## src/inc/gpio_map.vh

```
// register offsets, field positions and reset values for the digital port block
// assumes a 32-bit axi4-lite slave; offsets are word indices, byte address is four times
`ifndef GPIO_MAP_VH
`define GPIO_MAP_VH
`define OFF_ADDR 4'h0
`define OFF_CTRL 4'h1
`define OFF_PORT_OUT 4'h2
`define OFF_PORT_STAT 4'h3
`define OFF_IRQ_STAT 4'h4
`define OFF_IRQ_EN 4'h5
`define OFF_IRQ_CLR 4'h6
`define CTRL_LISTEN 0
`define CTRL_TALK 1
`define CTRL_SRQ_EN 2
`define STAT_SRQ 8
`define IRQ_CHANGE 0
`define IRQ_REJECT 1
`define RESP_OKAY 2'h0
`define RESP_SLVERR 2'h2
`define ADDR_RESERVED 5'h1f
`define PORT_OUT_RESET 4'h0
`define BOOT_SETTLE 3'h4
`endif

```

## src/core/input_sync.v

```verilog
// three-stage synchroniser with change detect for the port inputs
// assumes asynchronous pins and one clock
module input_sync #(
    parameter WIDTH = 4
)(
    // clock and reset
    input wire aclk,
    input wire aresetn,
    // pins and results
    input wire [WIDTH-1:0] pin_in,
    output reg [WIDTH-1:0] level,
    output reg [WIDTH-1:0] changed
);
    reg [WIDTH-1:0] s1_reg;
    reg [WIDTH-1:0] s2_reg;
    reg [WIDTH-1:0] s3_reg;
    reg primed_reg;
    always @(posedge aclk)
    begin
        if (!aresetn)
        begin
            s1_reg <= {WIDTH{1'b1}};
            s2_reg <= {WIDTH{1'b1}};
            s3_reg <= {WIDTH{1'b1}};
            level <= {WIDTH{1'b1}};
            changed <= {WIDTH{1'b0}};
            primed_reg <= 1'b0;
        end
        else
        begin
            s1_reg <= pin_in;
            s2_reg <= s1_reg;
            s3_reg <= s2_reg;
            primed_reg <= 1'b1;
            // a bit moves only where stages two and three agree
            level <= (level & (s2_reg ^ s3_reg)) | (s2_reg & s3_reg);
            // first cycle after reset flags nothing; pins low at reset are flagged once stages two and three hold them
            changed <= primed_reg ? ((s2_reg & s3_reg & ~level) | (~s2_reg & ~s3_reg & level))
                : {WIDTH{1'b0}};
        end
    end
endmodule

```

## src/core/bus_addr_dio.v

```verilog
// primary address capture and four-bit digital port, axi4-lite register slave
// assumes one 20 mhz clock, synchronous active-low reset held at power-up,
// address switches static near reset, bus handshake handled elsewhere
//
// Notes on behaviour
// - switches form binary address, first is lsb
// - separate four-bit input and output groups
// - port write sets outputs, held until changed
// - status read returns inputs and outputs
// - enabled input change raises service request
// - bit 0 least, bit 3 most significant
// - switches sampled once after reset release
// - listen needed for commands, talk for reads
//
// Our own choices: the AXI4-Lite register port and the register addresses.
`include "gpio_map.vh"
module bus_addr_dio #(
    parameter PORT_W = 4,
    parameter ADDR_W = 5
)(
    // clock and reset
    input wire aclk,
    input wire aresetn,
    // axi4-lite write address and data
    input wire [5:0] s_axi_awaddr,
    input wire s_axi_awvalid,
    output reg s_axi_awready,
    input wire [31:0] s_axi_wdata,
    input wire [3:0] s_axi_wstrb,
    input wire s_axi_wvalid,
    output reg s_axi_wready,
    // axi4-lite write response
    output reg [1:0] s_axi_bresp,
    output reg s_axi_bvalid,
    input wire s_axi_bready,
    // axi4-lite read
    input wire [5:0] s_axi_araddr,
    input wire s_axi_arvalid,
    output reg s_axi_arready,
    output reg [31:0] s_axi_rdata,
    output reg [1:0] s_axi_rresp,
    output reg s_axi_rvalid,
    input wire s_axi_rready,
    // address switches
    input wire addr_switch_lsb,
    input wire [2:0] addr_switch_mid,
    input wire addr_switch_msb,
    // digital port
    input wire [PORT_W-1:0] port_in,
    output reg [PORT_W-1:0] port_out,
    // service request and interrupt
    output reg srq,
    output reg irq
);
    // byte address to word index, unmapped above the last register
    function [3:0] word_index;
        input [5:0] a;
        begin
            word_index = {1'b0, a[4:2]} | {a[5], 3'b000};
        end
    endfunction

    wire [PORT_W-1:0] in_level;
    wire [PORT_W-1:0] in_changed;
    input_sync #(.WIDTH(PORT_W)) u_sync (
        .aclk(aclk),
        .aresetn(aresetn),
        .pin_in(port_in),
        .level(in_level),
        .changed(in_changed)
    );

    // switches pass the same three stages before capture
    reg [ADDR_W-1:0] sw1_reg;
    reg [ADDR_W-1:0] sw2_reg;
    reg [ADDR_W-1:0] sw3_reg;
    reg [ADDR_W-1:0] addr_reg;
    reg [2:0] boot_cnt_reg;
    reg captured_reg;
    reg [2:0] ctrl_reg;
    reg [PORT_W-1:0] pending_reg;
    reg [1:0] irq_stat_reg;
    reg [1:0] irq_en_reg;
    reg aw_held_reg;
    reg w_held_reg;
    reg [3:0] aw_idx_reg;
    reg [31:0] wdata_reg;
    reg [3:0] wstrb_reg;

    wire listen = ctrl_reg[`CTRL_LISTEN];
    wire talk = ctrl_reg[`CTRL_TALK];
    wire srq_en = ctrl_reg[`CTRL_SRQ_EN];
    wire do_write = aw_held_reg && w_held_reg && !s_axi_bvalid;
    wire do_read = s_axi_arvalid && s_axi_arready;
    wire [3:0] ar_idx = word_index(s_axi_araddr);
    wire port_wr = do_write && aw_idx_reg == `OFF_PORT_OUT && wstrb_reg[0];
    wire stat_rd = do_read && ar_idx == `OFF_PORT_STAT;
    // port commands ignored without the matching addressing
    wire wr_reject = port_wr && !listen;
    wire rd_reject = stat_rd && !talk;
    wire [1:0] irq_set = {wr_reject | rd_reject, |in_changed};

    always @(posedge aclk)
    begin
        if (!aresetn)
        begin
            sw1_reg <= {ADDR_W{1'b0}};
            sw2_reg <= {ADDR_W{1'b0}};
            sw3_reg <= {ADDR_W{1'b0}};
            addr_reg <= {ADDR_W{1'b0}};
            boot_cnt_reg <= 3'h0;
            captured_reg <= 1'b0;
        end
        else
        begin
            sw1_reg <= {addr_switch_msb, addr_switch_mid, addr_switch_lsb};
            sw2_reg <= sw1_reg;
            sw3_reg <= sw2_reg;
            if (!captured_reg)
            begin
                boot_cnt_reg <= boot_cnt_reg + 3'h1;
                // wait until stages two and three hold real switch data
                if (boot_cnt_reg == `BOOT_SETTLE && sw2_reg == sw3_reg)
                begin
                    addr_reg <= sw3_reg;
                    captured_reg <= 1'b1;
                end
            end
        end
    end

    always @(posedge aclk)
    begin
        if (!aresetn)
        begin
            s_axi_awready <= 1'b1;
            s_axi_wready <= 1'b1;
            s_axi_bvalid <= 1'b0;
            s_axi_bresp <= `RESP_OKAY;
            s_axi_arready <= 1'b1;
            s_axi_rvalid <= 1'b0;
            s_axi_rresp <= `RESP_OKAY;
            s_axi_rdata <= 32'h0;
            aw_held_reg <= 1'b0;
            w_held_reg <= 1'b0;
            aw_idx_reg <= 4'h0;
            wdata_reg <= 32'h0;
            wstrb_reg <= 4'h0;
            ctrl_reg <= 3'h0;
            port_out <= `PORT_OUT_RESET;
            pending_reg <= {PORT_W{1'b0}};
            irq_stat_reg <= 2'h0;
            irq_en_reg <= 2'h0;
            srq <= 1'b0;
            irq <= 1'b0;
        end
        else
        begin
            if (s_axi_awvalid && s_axi_awready)
            begin
                aw_held_reg <= 1'b1;
                aw_idx_reg <= word_index(s_axi_awaddr);
                s_axi_awready <= 1'b0;
            end
            if (s_axi_wvalid && s_axi_wready)
            begin
                w_held_reg <= 1'b1;
                wdata_reg <= s_axi_wdata;
                wstrb_reg <= s_axi_wstrb;
                s_axi_wready <= 1'b0;
            end
            if (do_write)
            begin
                aw_held_reg <= 1'b0;
                w_held_reg <= 1'b0;
                s_axi_bvalid <= 1'b1;
                s_axi_bresp <= (aw_idx_reg > `OFF_IRQ_CLR) ? `RESP_SLVERR : `RESP_OKAY;
                if (aw_idx_reg == `OFF_CTRL && wstrb_reg[0])
                    ctrl_reg <= wdata_reg[2:0];
                if (aw_idx_reg == `OFF_IRQ_EN && wstrb_reg[0])
                    irq_en_reg <= wdata_reg[1:0];
                if (port_wr && listen)
                    port_out <= wdata_reg[PORT_W-1:0];
            end
            if (s_axi_bvalid && s_axi_bready)
            begin
                s_axi_bvalid <= 1'b0;
                s_axi_awready <= 1'b1;
                s_axi_wready <= 1'b1;
            end
            if (do_read)
            begin
                s_axi_arready <= 1'b0;
                s_axi_rvalid <= 1'b1;
                s_axi_rresp <= `RESP_OKAY;
                s_axi_rdata <= 32'h0;
                case (ar_idx)
                    `OFF_ADDR: s_axi_rdata <= {27'h0, addr_reg};
                    `OFF_CTRL: s_axi_rdata <= {29'h0, ctrl_reg};
                    `OFF_PORT_OUT: s_axi_rdata <= {28'h0, port_out};
                    // inputs in bits 3..0, outputs in 7..4, srq in 8
                    `OFF_PORT_STAT: if (talk) s_axi_rdata <= {23'h0, srq, port_out, in_level};
                    `OFF_IRQ_STAT: s_axi_rdata <= {30'h0, irq_stat_reg};
                    `OFF_IRQ_EN: s_axi_rdata <= {30'h0, irq_en_reg};
                    `OFF_IRQ_CLR: s_axi_rdata <= 32'h0;
                    default: s_axi_rresp <= `RESP_SLVERR;
                endcase
            end
            if (s_axi_rvalid && s_axi_rready)
            begin
                s_axi_rvalid <= 1'b0;
                s_axi_arready <= 1'b1;
            end
            // a talker status read services the request; new changes win
            if (stat_rd && talk)
                pending_reg <= in_changed;
            else
                pending_reg <= pending_reg | in_changed;
            srq <= srq_en && (|pending_reg);
            // clear register; set wins over clear
            if (do_write && aw_idx_reg == `OFF_IRQ_CLR && wstrb_reg[0])
                irq_stat_reg <= (irq_stat_reg & ~wdata_reg[1:0]) | irq_set;
            else
                irq_stat_reg <= irq_stat_reg | irq_set;
            irq <= |(irq_stat_reg & irq_en_reg);
        end
    end
endmodule

```

## config.mk

```make
export PLATFORM = sky130hd
export DESIGN_NAME = bus_addr_dio
export DESIGN_NICKNAME = d
export VERILOG_FILES = /design/src/core/input_sync.v /design/src/core/bus_addr_dio.v
export VERILOG_INCLUDE_DIRS = /design/src /design/src/inc
export SDC_FILE = /design/constraint.sdc
export NUM_CORES = 1
export LEC_CHECK = 0
export BUFFER_PORTS_ARGS = -buffer_cell sky130_fd_sc_hd__buf_4
export CAP_MARGIN = 20
export CELL_PAD_IN_SITES_DETAIL_PLACEMENT = 2
export CELL_PAD_IN_SITES_GLOBAL_PLACEMENT = 2
export CORE_AREA = 2 2 113 115
export DETAILED_ROUTE_END_ITERATION = 10
export DIE_AREA = 0 0 115 117
export HOLD_SLACK_MARGIN = 0.08
export PLACE_DENSITY_LB_ADDON = 0.1
export SLEW_MARGIN = 10
export SYNTH_ARGS = -nofsm -noshare
export SYNTH_HDL_FRONTEND = slang
export SYNTH_SLANG_ARGS = --single-unit
```

## constraint.sdc

```tcl
create_clock -name aclk -period 1.95 [get_ports aclk]
set_clock_uncertainty 0.1 [all_clocks]
set_input_delay 0.39 -clock aclk [delete_from_list [all_inputs] [get_ports aclk]]
set_output_delay 0.39 -clock aclk [all_outputs]
set_load 0.01 [all_outputs]
```

### Word-level counts from Yosys, hierarchy flattened

Cells that the tools add are included.

* bits in registers: 114
* bits in latches: 0
* bits in writable memories: 0
* bits in read-only memories: 0
* bits of input ports: 64
* output and inout port bits: 47
* word-level logic and storage cells: 113
* memories kept: 0

* add/sub/neg operators: 1
* $mul: 0
* div/mod/pow operators: 0
* magnitude comparators: 1
* equal/unequal tests: 12
* shifts and indexed selects: 0
* mux-type cells: 9
* bitwise operators: 22
* reduce and logical (&&, ||, !) cells: 36

Operator list (count)
* $pmux W9 S6: 1
* $and A4 B4 Y4: 5
* $eq A4 B3 Y1 const B: 5
* $logic_and A1 B1 Y1: 20
* $eq A4 B2 Y1 const B: 3
* $not A4 Y4: 3
* $or A4 B4 Y4: 3
* $reduce_and A2 Y1: 5
* $mux W9: 1
* $eq A4 B1 Y1 const B: 2
* $or A3 B4 Y4: 2
* $reduce_or A2 Y1: 4
* $reduce_or A4 Y1: 2
* $reduce_or A7 Y1: 1
* $mux W2: 3
* $eq A5 B5 Y1: 1
* $and A2 B2 Y2: 2
* $gt A4 B3 Y1 const B: 1
* $logic_not A4 Y1: 1
* $mux W4: 1
* $or A2 B2 Y2: 2
* $xor A4 B4 Y4: 1
* $add A3 B1 Y3 const B: 1
* $eq A3 B3 Y1 const B: 1
* other kinds (5): 10

### Longest topological paths before layout

Gate-level depths: netlist of the first run.

* depth in word-level cells: 8
* depth in mapped cells: 6
* mapped depth without buffers: 6

### Modules after synthesis

Synthesis of the first run repeated with hierarchy kept, for this count alone.

* cells, all modules: 386
* area total of the unflattened synthesis: 3632.2 um^2

By module, submodules not included
* bus_addr_dio: times used 1, cells an instance 319, area each 2885.3 um^2, seq. area each 1361.3 um^2
* input_sync: times used 1, cells an instance 67, area each 747.0 um^2, seq. area each 420.4 um^2

### Worst setup path after synthesis of the first run

No wires, ideal clock.

* path kind: reg-to-reg
* start point: register sw3_reg[4]
* end point: register addr_reg[0]
* setup time: 0.072 ns
* arrival: 1.492 ns
* required time: 1.778 ns
* path slack: 0.286 ns
* stages on the path, launching flop included: 5
* buffers on the path: 0
* period minus slack after synthesis: 1.664 ns
* cells stage by stage: dfxtp_1 > xor2_1 > or4_4 > nor3_4 > mux2i_1

* longest elaborated chain between the ends: 3

Ends and longest elaborated chain
* start, declared: line bus_addr_dio.v:76 `reg [ADDR_W-1:0] sw3_reg;`
* start signal, assigned: line bus_addr_dio.v:109 `sw3_reg <= {ADDR_W{1'b0}};`
* start signal, assigned: line bus_addr_dio.v:118 `sw3_reg <= sw2_reg;`
* $eq A5 B5 Y1: line bus_addr_dio.v:123 `` if (boot_cnt_reg == `BOOT_SETTLE && sw2_reg == sw3_reg) ``
* $logic_and A1 B1 Y1: line bus_addr_dio.v:123
* $reduce_and A2 Y1 (no line)
* end signal, assigned: line bus_addr_dio.v:110 `addr_reg <= {ADDR_W{1'b0}};`
* end signal, assigned: line bus_addr_dio.v:125 `addr_reg <= sw3_reg;`
* end, declared: line bus_addr_dio.v:77 `reg [ADDR_W-1:0] addr_reg;`

Every way passes these cells.
A chain may end at the register's enable or synchronous reset.

### Worst setup path in the final report of the first run

* start point: register boot_cnt_reg[0]
* end point: register addr_reg[1]

* longest elaborated chain between the ends: 3

Ends and longest elaborated chain
* start, declared: line bus_addr_dio.v:78 `reg [2:0] boot_cnt_reg;`
* start signal, assigned: line bus_addr_dio.v:121 `boot_cnt_reg <= boot_cnt_reg + 3'h1;`
* $eq A3 B3 Y1 (no line)
* $logic_and A1 B1 Y1: line bus_addr_dio.v:123
* $reduce_and A2 Y1 (no line)

Every way passes these cells.

==> results of run 1 <==
==> cell families after synthesis <==
kind of cell               synth area share, %
adders and majority gates                3.467
muxes                                    6.241
AOI/OAI and AO/OA                        10.61
xor gates and xnor gates                 1.699
other                                   0.1039
buffers and inverters                    9.397
DFF                                      49.38
and+or+nand+nor                          19.11
==> critical path, cell delays in order, from the launching register on <==
cell	delay, ps
dfxtp_1	340
inv_1	60
ha_1	140
nand2_1	80
or4_4	460
nor3_4	320
mux2i_1	230
==> area by class of cell <==
class                      count  area (µm²)  area share [%]
clock buffer                  11       242.7           5.511
clock inverter                 5       102.6           2.330
inverter                      21       78.83           1.790
multi-input combinational    262        1578           35.82
sequential                    89        1782           40.45
tap                          150       187.7           4.261
timing repair buffer          56       432.9           9.830
==> Yosys cell counts, types with 3 or more instances <==
cell type / instances / area (µm²)
inv_1: 21 / 78.83
clkbuf_1: 9 / 33.78
nand4_1: 4 / 25.02
nor2_1: 21 / 78.83
a21oi_1: 24 / 120.1
o21ai_1: 3 / 15.01
a211o_1: 4 / 35.03
mux2_2: 4 / 45.04
nand2_1: 44 / 165.2
xor2_1: 4 / 35.03
a22oi_1: 3 / 22.52
nand3_1: 21 / 105.1
and2_1: 17 / 106.4
nor2b_1: 3 / 18.77
o21ai_0: 13 / 65.06
buf_4: 25 / 187.7
xnor2_1: 3 / 26.28
mux2i_1: 18 / 180.2
ha_1: 10 / 125.1
dfxtp_1: 89 / 1782
buf_1: 3 / 11.26
nand2b_1: 10 / 62.56
==> through the flow <==
| stage | utilization [%] | setup slack (ps) |
|---|---|---|
| after floorplan | - | 286.1 |
| after global placement | 32.97 | 132.1 |
| after detailed placement | 32.97 | 98.52 |
| after CTS | 35.77 | 81.57 |
| after global routing | 35.77 | 39.54 |
| final | 35.77 | 160.6 |
==> layer usage <==
| layer | up-vias | global-route usage, % | part of all wire, % |
|---|---|---|---|
| li1 | 1357 | - | - |
| met1 | 1383 | 19.47 | 48 |
| met2 | 51 | 22.82 | 46 |
| met3 | 12 | 2.729 | 3.4 |
| met4 | 0 | 6.988 | 2.0 |
| met5 | - | 0 | 0 |
==> power breakdown <==
part	switching, µW	leakage, µW	internal (µW)
logic	168	0.00104	131
registers	50.6	0.000727	1880
clock network	730	0.000166	1290
==> final timing paths <==
kind | startpoint | endpoint | slack [ps] | depth (start not counted)
worst min-delay path | port_in[2] | u_sync.s1_reg[2] | 130 | 2
worst min register to register | u_sync.s1_reg[3] | u_sync.s2_reg[3] | 310 | 1
worst max-delay path | boot_cnt_reg[0] | addr_reg[1] | 160 | 6
worst max register to register | boot_cnt_reg[0] | addr_reg[1] | 160 | 6
==> cell usage in the layout (no fill, tap or decap), types with 3 or more instances in the layout <==
cell type / n
dfxtp_1: 89
buf_4: 55
nand2_1: 44
conb_1: 25
a21oi_1: 24
inv_1: 21
nor2_1: 21
nand3_1: 21
mux2i_1: 18
and2_1: 17
o21ai_0: 13
nand2b_1: 10
ha_1: 10
clkbuf_16: 9
a211o_1: 4
xor2_1: 4
mux2_2: 4
nand4_1: 4
xnor2_1: 3
nor2b_1: 3
a22oi_1: 3
o21ai_1: 3
bufinv_16: 3
==> results by group, run 1 <==
Logic synthesis
  • Register area share after synthesis: about half
  • Syn_area_per_cell: 9.300 µm²
  • Ys async rst share: 0%
  • Unique masters post-synth: 48
  • #FFs+latches synth: between 80 and 90
  • Synth warnings: 0
  • Post-synth EDFFs: 0
  • Syn Inst Count: roughly 390
  • Cell Area, Synth: ~0.0036 mm²
  • Main synth FF type: dfxtp_1

Clocking
  • Clock Sinks: 89
  • Root buffer cell: clkbuf_16
  • Clk_lat worst skew: approximately 340 ps
  • Post-CTS setup buffer count: 0
  • Clock slew at reported path FFs: 70 ps
  • CTS Buf Count: 9
  • H-tree levels: 3
  • CTS resizes: 0
  • Max Buffers Root-to-Sink: 2
  • CTS hold repair buffers: 0
  • CTS tree: yes

Setup path
  • WP data required: ~2100 ps
  • Setup crit end kind: register
  • Worst-path fanout max: 5
  • Setup CP Type: register to register
  • Startpoint types: register
  • Critical path data arrival time: 1970 ps

Global routing
  • Initial antenna violation count: 0
  • Total GRT Usage: ~15%
  • Largest net degree at the start of global routing: ~60
  • Global-route wire length before repair: roughly 15000 µm
  • Total grt overflow: 0
  • Number of global-route vias before repair: 2845

Timing
  • Final hold violations: 0
  • Fmax: around 0.56 GHz
  • RSZ-0062 raised after global routing: false
  • WHS: 126.3 ps
  • Fin crit share: between 90% and 100%
  • Total negative slack: 0 ps
  • Slew Viols, Final: 0
  • Endpoints failing setup: 0
  • Minimum clock period: roughly 1800 ps

Cells and area
  • Layout Nets: between 500 and 600
  • Layout fillers: about 1400
  • Most flop-heavy register: s_axi_rdata
  • Final Non-Filler Cells: just under 600
  • Antenna cell count: 0
  • Share of cells above drive strength 1: roughly 17%
  • Area Growth Syn to Fin: 22.05%
  • Post-route cell area: 0.004404 mm²
  • Max reg flops: 9

Routing
  • Drt initial violations: 80
  • Antenna-violating nets left: 0
  • DRC: 0
  • Final wirelength: slightly above 9000 µm
  • WL/cell: 15.35 µm
  • Initial DRT Pass Iterations: 4
  • Via/cell ratio: around 4.7
  • Via count: 2803

Floorplan
  • Number of top-level pins: roughly 110
  • Std-Cell Rows: just over 40
  • Die ar.: between 0.01 and 0.015 mm²
  • Die Height: 117 µm
  • Core footprint: between 0.01 and 0.015 mm²
  • Starting Density: between 20% and 30%
  • Die span in x: around 120 µm

Status
  • Outcome: complete, no violations

Power
  • Leakage: between 0.0015 and 0.002 µW
  • Final Power: roughly 4200 µW
  • Worst vdd ir: roughly 370 µV
  • PD cells: 964.4 mW/mm²

Placed design
  • # port buffers: 50
  • GP Congestion: around 0.76
  • HPWL Detailed: ~6700 µm
  • DP Area: just over 0.004 mm²
  • DP Cell Count: just under 600

Run
  • Max Cap Viol: 0

Min path
  • Worst min path class: input pin to register
Power figures use the tool's default switching activity.
==> inputs of run 2 (changes only) <==
--- a/config.mk
+++ b/config.mk
@@ -10,11 +10,12 @@
 export CAP_MARGIN = 20
 export CELL_PAD_IN_SITES_DETAIL_PLACEMENT = 2
 export CELL_PAD_IN_SITES_GLOBAL_PLACEMENT = 2
-export CORE_AREA = 2 2 113 115
+export CORE_AREA = 2 2 119 121
 export DETAILED_ROUTE_END_ITERATION = 10
-export DIE_AREA = 0 0 115 117
+export DIE_AREA = 0 0 121 123
 export HOLD_SLACK_MARGIN = 0.08
 export PLACE_DENSITY_LB_ADDON = 0.1
+export RECOVER_POWER = 100
 export SLEW_MARGIN = 10
 export SYNTH_ARGS = -nofsm -noshare
 export SYNTH_HDL_FRONTEND = slang
==> constraint.sdc (replaced) <==
create_clock -name aclk -period 1.5 [get_ports aclk]
set_clock_uncertainty 0.1 [all_clocks]
set_input_delay 0.3 -clock aclk [delete_from_list [all_inputs] [get_ports aclk]]
set_output_delay 0.3 -clock aclk [all_outputs]
set_load 0.01 [all_outputs]
==> results by group, run 2 (synthesis results as in run 1) <==
Routing
  • Via count: about 2800
  • DRC: 0
  • Via/cell ratio: about 4.4
  • Antenna-violating nets left: 0
  • Final wirelength: ~9200 µm
  • Drt initial violations: 88
  • Initial DRT Pass Iterations: 4
  • WL/cell: roughly 14 µm

Cells and area
  • Most frequent cells in the layout: dfxtp_1, nand2_1, buf_4
  • Antenna cell count: 0
  • Share of cells above drive strength 1: a little under a fifth
  • Area Growth Syn to Fin: 26.14%
  • Most flop-heavy register: s_axi_rdata
  • Leading cell type in the layout, fill and taps excluded: dfxtp_1
  • Layout fillers: around 1500
  • Max reg flops: 9
  • Layout Nets: 540
  • Final Non-Filler Cells: 650

Clocking
  • Clk_lat worst skew: roughly 340 ps
  • Clock slew at reported path FFs: 60 ps
  • CTS tree: yes
  • Clock Sinks: 89
  • Max Buffers Root-to-Sink: 2
  • CTS Buf Count: 9
  • H-tree levels: 3
  • Root buffer cell: clkbuf_16

Setup path
  • Critical path data arrival time: 1850 ps
  • Startpoint types: register
  • R2R setup slack: -180 ps
  • Setup CP Type: register to register
  • Worst-path fanout max: 2
  • Setup crit end kind: register
  • WP data required: 1670 ps

Timing
  • Endpoints failing setup: 5
  • Fin crit share: 112.0%
  • Minimum clock period: 1680 ps
  • Total negative slack: -880.1 ps
  • Slew Viols, Final: 0
  • Final WS setup: -180.4 ps
  • Fmax: 0.5951 GHz
  • Worst rel slew slack: a little over half
  • RSZ-0062 raised after global routing: true
  • Final hold violations: 0
  • Worst-margin pin slew: around 680 ps

Power
  • PD cells: around 1100 mW/mm²
  • Final Power: 5015 µW
  • Leakage: approximately 0.0019 µW
  • Worst vdd ir: about 370 µV

Global routing
  • Total GRT Usage: 13.15%
  • Largest net degree at the start of global routing: 44
  • Total grt overflow: 0
  • Global-route wire length before repair: ~15000 µm
  • Initial antenna violation count: 0
  • Number of global-route vias before repair: between 2000 and 3000

Floorplan
  • Die span in x: roughly 120 µm
  • Core footprint: approximately 0.014 mm²
  • Die ar.: between 0.01 and 0.015 mm²
  • Die Height: approximately 120 µm
  • Number of top-level pins: approximately 110
  • Std-Cell Rows: 43
  • Starting Density: 26.51%

Placed design
  • GP Congestion: 0.6855
  • # port buffers: 50
  • DP Cell Count: 624
  • HPWL Detailed: 6789 µm

Min path
  • Worst min path class: input pin to register

Status
  • Failing checks: negative setup slack
  • Outcome: complete, but fails checks

Run
  • Max Cap Viol: 0
-- run 2: final cells by class --
type                            instances  area [µm²]  share of cell area, %
Sequential cell                        89        1789                  39.31
Multi-Input combinational cell        262        1620                  35.60
Timing Repair Buffer                   83       574.3                  12.62
Clock buffer                           12       246.5                  5.415
Tap cell                              180       225.2                  4.948
Inverter                               21       78.83                  1.732
Clock inverter                          3       17.52                 0.3848
-- run 2: timing repair --
item	in CTS	in global routing
pin swaps	1	6
hold buffers	10	0
setup buffers	1	0
gates resized for setup	12	9
setup endpoints to repair	7	14
hold endpoints to repair	10	0
-- run 2: path summary, 6_finish.rpt --
kind / from / to / cells after the start
hold / removal: s_axi_awvalid / s_axi_awready / 2
hold reg to reg: u_sync.s1_reg[2] / u_sync.s2_reg[2] / 1
setup reg to reg: sw2_reg[4] / addr_reg[4] / 5
setup / recovery: sw2_reg[4] / addr_reg[4] / 5
-- run 2: per-layer routing --
layer  up-vias  share of wire, %  GRT usage [%]
li1       1417                 -              -
met1      1366                49          17.39
met2        46                46          20.75
met3        11               3.2          2.675
met4         0               1.8          5.887
met5         -                 0              0
-- run 2: per-stage QoR --
stage          area (µm²)  setup slack, ps  hold WS, ps  utilization [%]
5_1_grt              4552           -265.2        113.3            33.44
3_5_place_dp         4230           -213.7        296.9            31.08
3_3_place_gp         4230           -151.6        290.1            31.08
2_1_floorplan        3700           -109.0        227.7                -
4_1_cts              4638           -204.3        85.24            34.07
6_report             4552           -180.4        99.05            33.44
-- run 2: power by group --
group          internal, µW  switching [µW]
sequential             2450            61.8
clock                  1150             896
combinational           213             241
total                  3820            1200
-- run 2: worst max-delay path, cell delays in order (launching register included) --
cell and delay (ps):
dfxtp_2 320, xor2_1 150, or4_4 560, nor3_4 180
buf_6 140, mux2i_1 170
